[src/hw/vrc_pkg.sv]
package vrc_pkg;

  localparam logic [7:0] REF_CTRL_ADDR = 8'hd1;
  localparam logic [7:0] REF_CTRL_RESET = 8'h00;
  // read data between reads, and after reset
  localparam logic [7:0] RDATA_IDLE = 8'h00;

  localparam int BIT_BUFFER_EN = 0;
  localparam int BIT_BIAS_EN = 1;
  localparam int BIT_TEMP_EN = 2;
  localparam int BIT_SRC_SEL = 3;
  localparam int BIT_LEVEL_SEL = 4;
  localparam int BIT_ZTC_EN = 5;
  localparam int BIT_FLAG = 6;
  localparam int BIT_MERGE = 7;

  // field layout of the reference control register
  typedef struct packed {
    logic current_dac_merge_select;
    logic general_flag;
    logic zero_tc_bias_enable;
    logic ref_level_select;
    logic ref_source_select;
    logic temp_sensor_enable;
    logic bias_gen_enable;
    logic ref_buffer_enable;
  } vrc_ctrl_type;

  // analog steering outputs
  typedef struct packed {
    logic ref_mux_vdd;
    logic ref_level_high;
    logic ref_buffer_on;
    logic ref_pin_drive;
    logic bias_on;
    logic ztc_bias_on;
    logic temp_sensor_on;
    logic temp_sensor_hiz;
    logic dac2_to_own_pin;
    logic dac2_to_first_pin;
  } vrc_analog_type;

  // switches after reset: sensor isolated, second dac on its own pin, rest off
  localparam vrc_analog_type ANALOG_RESET = 10'h006;

  // peripherals that need the bias generator
  typedef struct packed {
    logic converter_en;
    logic oscillator_en;
    logic current_dac_first_en;
    logic current_dac_second_en;
  } vrc_consumer_type;

  typedef struct packed {
    vrc_ctrl_type ctrl;
    logic [7:0] rdata;
  } vrc_state_type;

endpackage

[src/hw/vrc_voltage_reference_control.sv]
// Functional notes
// source select clear picks reference pin, set picks supply voltage.
// level select clear gives 1.5 V, set gives 2.2 V.
// buffer enable set turns buffer on and drives reference pin.
// bias forced on while converter, sensor, oscillators or current DACs run.
// software may force bias on by writing its enable bit.
// sensor on when enabled; otherwise output high impedance, readings invalid.
// merge clear keeps second DAC on own pin; set merges onto first.
// software clears buffer enable when internal reference is unused.
// software sets reference pin analog and skipped by crossbar.
// zero-tc bias always on when set, else only while needed.
// general flag stores written value, no hardware effect.
`timescale 1ns/1ps

////////////////////////////////////////////////////////////////////////////
// address decode of the single register

module vrc_sfr_decode (
  input wire logic [7:0] sfr_addr,
  input wire logic sfr_wr,
  input wire logic sfr_rd,
  output logic hit,
  output logic wr_hit,
  output logic rd_hit
);

  // handshake outputs, combinational so the core sees the select in the same cycle
  always_comb begin
    hit = (sfr_addr == vrc_pkg::REF_CTRL_ADDR);
    wr_hit = hit & sfr_wr;
    rd_hit = hit & sfr_rd;
  end

endmodule

////////////////////////////////////////////////////////////////////////////
// control register and registered readback

module vrc_ctrl_reg (
  input wire logic sys_clk,
  input wire logic arst_n,
  input wire logic wr_hit,
  input wire logic rd_hit,
  input wire logic [7:0] wdata,
  output vrc_pkg::vrc_ctrl_type ctrl_next,
  output logic [7:0] rdata
);

  vrc_pkg::vrc_state_type state_q;
  vrc_pkg::vrc_state_type state_d;

  ////////////////////////////////////////////////////////////////////////////
  // next state

  always_comb begin
    state_d = state_q;
    if (wr_hit) begin
      // all eight bits are plain storage, none reserved
      state_d.ctrl = vrc_pkg::vrc_ctrl_type'(wdata);
    end
    // read and write on one edge: the read returns the old value
    if (rd_hit) begin
      state_d.rdata = state_q.ctrl;
    end else begin
      state_d.rdata = vrc_pkg::RDATA_IDLE;
    end
  end

  ////////////////////////////////////////////////////////////////////////////
  // state register

  always_ff @(posedge sys_clk or negedge arst_n) begin
    if (!arst_n) begin
      state_q.ctrl <= vrc_pkg::vrc_ctrl_type'(vrc_pkg::REF_CTRL_RESET);
      state_q.rdata <= vrc_pkg::RDATA_IDLE;
    end else begin
      state_q <= state_d;
    end
  end

  // next value feeds the steering, so the switches move on the write edge itself
  assign ctrl_next = state_d.ctrl;
  assign rdata = state_q.rdata;

endmodule

////////////////////////////////////////////////////////////////////////////
// bias demand from the peripherals that lean on the generator

module vrc_bias_request (
  input wire vrc_pkg::vrc_consumer_type consumers,
  input wire logic temp_sensor_enable,
  output logic consumer_any
);

  // temperature sensor counts as a bias consumer too
  always_comb begin
    consumer_any = consumers.converter_en |
                   consumers.oscillator_en |
                   consumers.current_dac_first_en |
                   consumers.current_dac_second_en |
                   temp_sensor_enable;
  end

endmodule

////////////////////////////////////////////////////////////////////////////
// analog steering, registered so no decode glitch reaches the switches

module vrc_steering (
  input wire logic sys_clk,
  input wire logic arst_n,
  input wire vrc_pkg::vrc_ctrl_type ctrl_next,
  input wire logic consumer_any,
  output vrc_pkg::vrc_analog_type analog
);

  vrc_pkg::vrc_analog_type steer_q;
  vrc_pkg::vrc_analog_type steer_d;

  ////////////////////////////////////////////////////////////////////////////
  // next state

  always_comb begin
    steer_d = steer_q;

    steer_d.ref_mux_vdd = ctrl_next.ref_source_select;
    steer_d.ref_level_high = ctrl_next.ref_level_select;

    steer_d.ref_buffer_on = ctrl_next.ref_buffer_enable;
    steer_d.ref_pin_drive = ctrl_next.ref_buffer_enable;

    // readback keeps the software bit; the forcing only shows here
    steer_d.bias_on = ctrl_next.bias_gen_enable | consumer_any;
    // consumer demand lags by one edge, far inside any analog start-up time
    steer_d.ztc_bias_on = ctrl_next.zero_tc_bias_enable | consumer_any;

    steer_d.temp_sensor_on = ctrl_next.temp_sensor_enable;
    steer_d.temp_sensor_hiz = ~ctrl_next.temp_sensor_enable;

    steer_d.dac2_to_own_pin = ~ctrl_next.current_dac_merge_select;
    steer_d.dac2_to_first_pin = ctrl_next.current_dac_merge_select;
  end

  ////////////////////////////////////////////////////////////////////////////
  // state register

  always_ff @(posedge sys_clk or negedge arst_n) begin
    if (!arst_n) begin
      steer_q <= vrc_pkg::ANALOG_RESET;
    end else begin
      steer_q <= steer_d;
    end
  end

  assign analog = steer_q;

endmodule

////////////////////////////////////////////////////////////////////////////
// top: glue only
// bus timing seen from the core:
//   edge n    strobe and address sampled, register, switches and read data updated
//   edge n+1  read data back to zero; it stood for exactly one cycle

module vrc_voltage_reference_control (
  input wire logic sys_clk,
  input wire logic arst_n,
  input wire logic [7:0] sfr_addr,
  input wire logic sfr_wr,
  input wire logic sfr_rd,
  input wire logic [7:0] sfr_wdata,
  output logic [7:0] sfr_rdata,
  output logic sfr_sel,
  input wire vrc_pkg::vrc_consumer_type consumers,
  output vrc_pkg::vrc_analog_type analog
);

  logic wr_hit;
  logic rd_hit;
  logic consumer_any;
  vrc_pkg::vrc_ctrl_type ctrl_next;

  ////////////////////////////////////////////////////////////////////////////
  // register access

  vrc_sfr_decode decode_u (
    .sfr_addr(sfr_addr),
    .sfr_wr(sfr_wr),
    .sfr_rd(sfr_rd),
    .hit(sfr_sel),
    .wr_hit(wr_hit),
    .rd_hit(rd_hit)
  );

  vrc_ctrl_reg ctrl_u (
    .sys_clk(sys_clk),
    .arst_n(arst_n),
    .wr_hit(wr_hit),
    .rd_hit(rd_hit),
    .wdata(sfr_wdata),
    .ctrl_next(ctrl_next),
    .rdata(sfr_rdata)
  );

  ////////////////////////////////////////////////////////////////////////////
  // analog side

  vrc_bias_request bias_u (
    .consumers(consumers),
    .temp_sensor_enable(ctrl_next.temp_sensor_enable),
    .consumer_any(consumer_any)
  );

  vrc_steering steer_u (
    .sys_clk(sys_clk),
    .arst_n(arst_n),
    .ctrl_next(ctrl_next),
    .consumer_any(consumer_any),
    .analog(analog)
  );

endmodule
[config.mk]
export PLATFORM = sky130hd
export DESIGN_NAME = vrc_voltage_reference_control
export DESIGN_NICKNAME = d
export VERILOG_FILES = /design/src/hw/vrc_pkg.sv /design/src/hw/vrc_voltage_reference_control.sv
export SDC_FILE = /design/constraint.sdc
export NUM_CORES = 1
export LEC_CHECK = 0
export BUFFER_PORTS_ARGS = -buffer_cell sky130_fd_sc_hd__buf_2
export CORE_MARGIN = 2
export CORE_UTILIZATION = 40
export DETAILED_ROUTE_END_ITERATION = 7
export GPL_ROUTABILITY_DRIVEN = 1
export HOLD_SLACK_MARGIN = 0.1
export PLACE_DENSITY = 0.73
export SLEW_MARGIN = 20
export SYNTH_ARGS = -nofsm -noshare
export SYNTH_HDL_FRONTEND = slang
export SYNTH_SLANG_ARGS = --single-unit
[constraint.sdc]
create_clock -name sys_clk -period 0.85 [get_ports sys_clk]
set_clock_uncertainty 0.1 [all_clocks]
set_input_delay 0.085 -clock sys_clk [delete_from_list [all_inputs] [get_ports sys_clk]]
set_output_delay 0.085 -clock sys_clk [all_outputs]
set_load 0.02 [all_outputs]
==> Yosys cells after proc, flatten, opt, wreduce, memory -nomap -nowiden <==
Index checks and enable logic that the tools add are counted.
W data, S select, Z words.
{ "word_totals": {"reg_bits": 20, "in_bits": 24, "output_inout_bits": 19, "word_cells": 26} }
{ "classes": {"n_eq_ne": 1, "mux": 2, "n_bitwise": 10} }
{ "op_table": {"columns": ["operator", "count"], "rows": [
  ["$mux W8", 2],
  ["$eq A8 B8 Y1 const B", 1],
  ["$or A1 B1 Y1", 6],
  ["$and A1 B1 Y1", 2],
  ["$not A1 Y1", 2]
]} }

==> Logic depth before layout (Yosys ltp) <==
{ "logic_depth": {"depth_word": 5, "depth_mapped": 4, "ltp_nobuf": 3} }

==> Hierarchy <==
Synthesis repeated with hierarchy kept, for this count alone.
{ "unflattened": {"hier_cells": 73, "area_unflattened_um2": 1013.5} }
{ "by_module_without_submodules": {"columns": ["module", "n_inst", "cells_each", "area_each_um2", "seq_area_each_um2"], "rows": [
  ["vrc_ctrl_reg", 1, 49, 701.9, 400.4],
  ["vrc_steering", 1, 14, 255.2, 227.7],
  ["vrc_sfr_decode", 1, 7, 43.8, 0.0],
  ["vrc_bias_request", 1, 3, 12.5, 0.0]
]} }

==> Worst setup path before layout <==
Ideal clock, no wire load.
{ "synth_timing": {"kind": "in2reg", "from": "input sfr_addr[5]", "to": "register ctrl_u.state_q[13] in the netlist's numbering", "setup_ps": 125, "arrival_ps": 965, "required_ps": 625, "path_slack_ps": -340, "stages": 4, "path_buffers": 1, "path_cell_list": "nor4b_4 nand3_2 buf_6 mux2_4"} }
{ "synth_lines": {"columns": ["element", "line", "source"], "rows": [
  ["from (decl)", "vrc_voltage_reference_control.sv:169", "input wire logic [7:0] sfr_addr,"],
  ["to (signal assigned)", "vrc_voltage_reference_control.sv:77", "state_q <= state_d;"],
  ["to (decl)", "vrc_voltage_reference_control.sv:49", "vrc_pkg::vrc_state_type state_q;"]
]} }

==> Worst setup path in the final report <==
{ "layout_timing": {"from": "register steer_u.steer_q (netlist bit steer_u.analog[1])", "to": "output analog[1] in the netlist's numbering"} }
{ "layout_lines": {"columns": ["element", "line", "source"], "rows": [
  ["from (decl)", "vrc_voltage_reference_control.sv:118", "vrc_pkg::vrc_analog_type steer_q;"],
  ["from (signal assigned)", "vrc_voltage_reference_control.sv:150", "steer_q <= vrc_pkg::ANALOG_RESET;"],
  ["from (signal assigned)", "vrc_voltage_reference_control.sv:152", "steer_q <= steer_d;"],
  ["to (decl)", "vrc_voltage_reference_control.sv:176", "output vrc_pkg::vrc_analog_type analog"]
]} }
No word-level cell between the ends.

==> results.json <==
{
  "grt_start_max_net_pins": 21,
  "critPathArrivalTime_ps": 950,
  "startpoint_type": "flop",
  "clock_sinks": 20,
  "synthSimpleGateAreaFrac": 0.150,
  "min_path_type": "in2reg",
  "nets": 131,
  "p_sw_uw": 376,
  "synth_cell_types": 15,
  "seqPwrFrac": 0.572,
  "dp.cells": 123,
  "drv_slew": 0,
  "p_per_area_nw_per_um2": 1300,
  "synth-compound-area-share": 0,
  "syn_nets": 89,
  "wl_per_cell_um": 12.6,
  "insertion_delay_ps": 280,
  "grt_pass1_vias": 628,
  "clock_power_share": 0.292,
  "fin_crit_ps": 1140,
  "fmax_mhz": 879,
  "dieArea_um2": 2670,
  "dp_worst_setup_slack_ps": -466,
  "drive_gt1_frac": 0.717,
  "drt_iter0_drc": 0,
  "grtUsageTotal": 0.140,
  "synthAdderAreaFrac": 0,
  "slowest_stage": "dfstp_2",
  "vias": 585,
  "drc": 0,
  "peakVddDrop_mv": 0.551,
  "final_util": 0.625,
  "required_ps": 660,
  "p_leak_uw": 0.000709,
  "rsz0062_at_grt": "true",
  "cts-buffers-inserted": 3,
  "final_cells": 134,
  "startpoint": "steer_u.analog[1]$_DFF_PN1_",
  "viasPerCell": 4.37,
  "die_x_um": 51.7,
  "seq_area_frac_synth": 0.554,
  "status": "finished with violations",
  "setup_tns_ps": -4890,
  "endpoint": "analog[1]",
  "grt_pass1_wl_mm": 2.70,
  "path_cells": "buf_6",
  "synthCells": 65,
  "max_slew_margin": 0.723,
  "final_cell_mix": "buf_6, buf_2, dfrtp_1",
  "port_buffers": 42,
  "cp_num_buf_inv": 1,
  "cp.depth": 1,
  "core_um2": 2170,
  "end_kind": "output port",
  "avgSynthCellArea_um2": 14.0,
  "rows": 17,
  "clk_root_buffer_cell": "clkbuf_4",
  "worstMarginPinSlew_ps": 415,
  "setup-violations-final": 33,
  "holdPathStages": 2,
  "synth_xor_area_frac": 0,
  "max_cap_violations": 0,
  "diodes": 0,
  "dr.pass1.iters": 1,
  "overflow": 0,
  "wl_mm": 1.69,
  "antenna_found_initial": 0,
  "gp_congestion": 0.671,
  "hpwl_mm": 1.15,
  "cts_tree": "yes",
  "switching_share": 0.214,
  "drtAntennaViolNets": 0,
  "yosys-mux-area-fraction": 0.168,
  "crit_fanout": 1,
  "crit_type": "reg2out",
  "yosysWarnings": 0,
  "final_hold_viol_count": 6,
  "ff2ff_setup_slack_ps": -170,
  "fin_crit_sh": 1.34,
  "reg2reg_depth": 3,
  "violations": "negative hold slack, negative setup slack",
  "worst_slack_ps": -287,
  "synth_seq_cells": 20,
  "synth_top_family_by_area": "multiplexers",
  "regToRegStartpoint": "steer_u.analog[3]$_DFF_PN0_",
  "die_y_um": 51.7,
  "pwr-share-comb": 0.136,
  "holdWs_ps": -73.9,
  "mappedNetlistArea_um2": 908,
  "power.internal_uw": 1380,
  "clkTransAtPathRegs_ps": 100,
  "htreeDepth": 1,
  "clock_path_buffers": 2,
  "syn_to_final_growth_pct": 49.2,
  "slowest_delay_ps": 550,
  "path_delay_family": "flip-flops",
  "start_util": 0.419,
  "boundaryPins": 43,
  "r2r_end": "steer_u.analog[5]$_DFF_PN0_",
  "final_common_cell": "buf_6"
}
-- power by group through the flow --
stage / clock [uW] / combinational, uW / sequential [uW]
after CTS: 541 / 223 / 1000
after detailed placement: 0 / 173 / 1020
after global routing: 585 / 259 / 1010
after floorplan: 0 / 80.8 / 1020
after global placement: 0 / 169 / 1020
final: 514 / 239 / 1010
-- cells by family after synthesis --
logic type,after synthesis
simple gates,18
flops,20
buf+inv,15
mux,12
-- how the worst min path moves through the flow --
stage,to,slack (ps),startpoint
after floorplan,ctrl_u.rdata[0]$_DFF_PN0_,-310,arst_n
final,steer_u.analog[7]$_DFFE_PN0N_,-70,sfr_wdata[0]
after global placement,steer_u.analog[7]$_DFFE_PN0N_,-60,arst_n
after detailed placement,steer_u.analog[7]$_DFFE_PN0N_,-60,arst_n
after CTS,steer_u.analog[7]$_DFFE_PN0N_,-90,sfr_wdata[0]
after global routing,steer_u.analog[8]$_DFFE_PN0N_,-100,sfr_wdata[4]
-- sequential cells by signal, indices dropped and copies added, names as in the netlist --
name,flops
steer_u.analog,9
ctrl_u.rdata,8
ctrl_u.state_q,3
-- cell type report --
class | count | area, um^2
clock buffers | 4 | 36.3
flip-flops and latches | 20 | 504
multi-input cells | 30 | 329
repair buffers | 52 | 450
fillers | 176 | 815
well taps | 28 | 35.0
-- through the flow --
stage	area [um^2]	total power (uW)
finish	1360	1760
CTS	1310	1770
global route	1360	1850
floorplan	932	1100
global placement	1080	1180
detailed placement	1080	1190
-- layer usage --
metal | part of all wire | track usage | vias up
met2 | 0.56 | 0.256 | 16
met1 | 0.39 | 0.154 | 281
met4 | 0.014 | 0.0746 | 0
li1 | - | - | 286
met5 | 0 | 0 | -
met3 | 0.030 | 0.0201 | 2
-- synth_stat cells (all sizes together) --
| cell type | n | area, um^2 |
|---|---|---|
| and2 | 9 | 57.6 |
| nand3 | 1 | 10.0 |
| and4b | 1 | 10.0 |
| nor3 | 4 | 20.0 |
| dfstp | 2 | 52.6 |
| mux2 | 8 | 113 |
| nor4b | 1 | 23.8 |
| and3 | 1 | 7.51 |
| dfrtp | 18 | 450 |
| or4 | 1 | 7.51 |
| buf | 15 | 116 |
| mux2i | 4 | 40.0 |
-- what timing repair did --
| action | CTS | global route |
|---|---|---|
| setup endpoints to repair | 30 | 33 |
| hold buffers | 3 | 1 |
| resized for setup | 46 | 7 |
| setup buffers | 2 | 2 |
| endpoints found under the hold margin | 32 | 11 |
| pin swaps | 2 | 2 |
(Power assumes the default switching activity.)
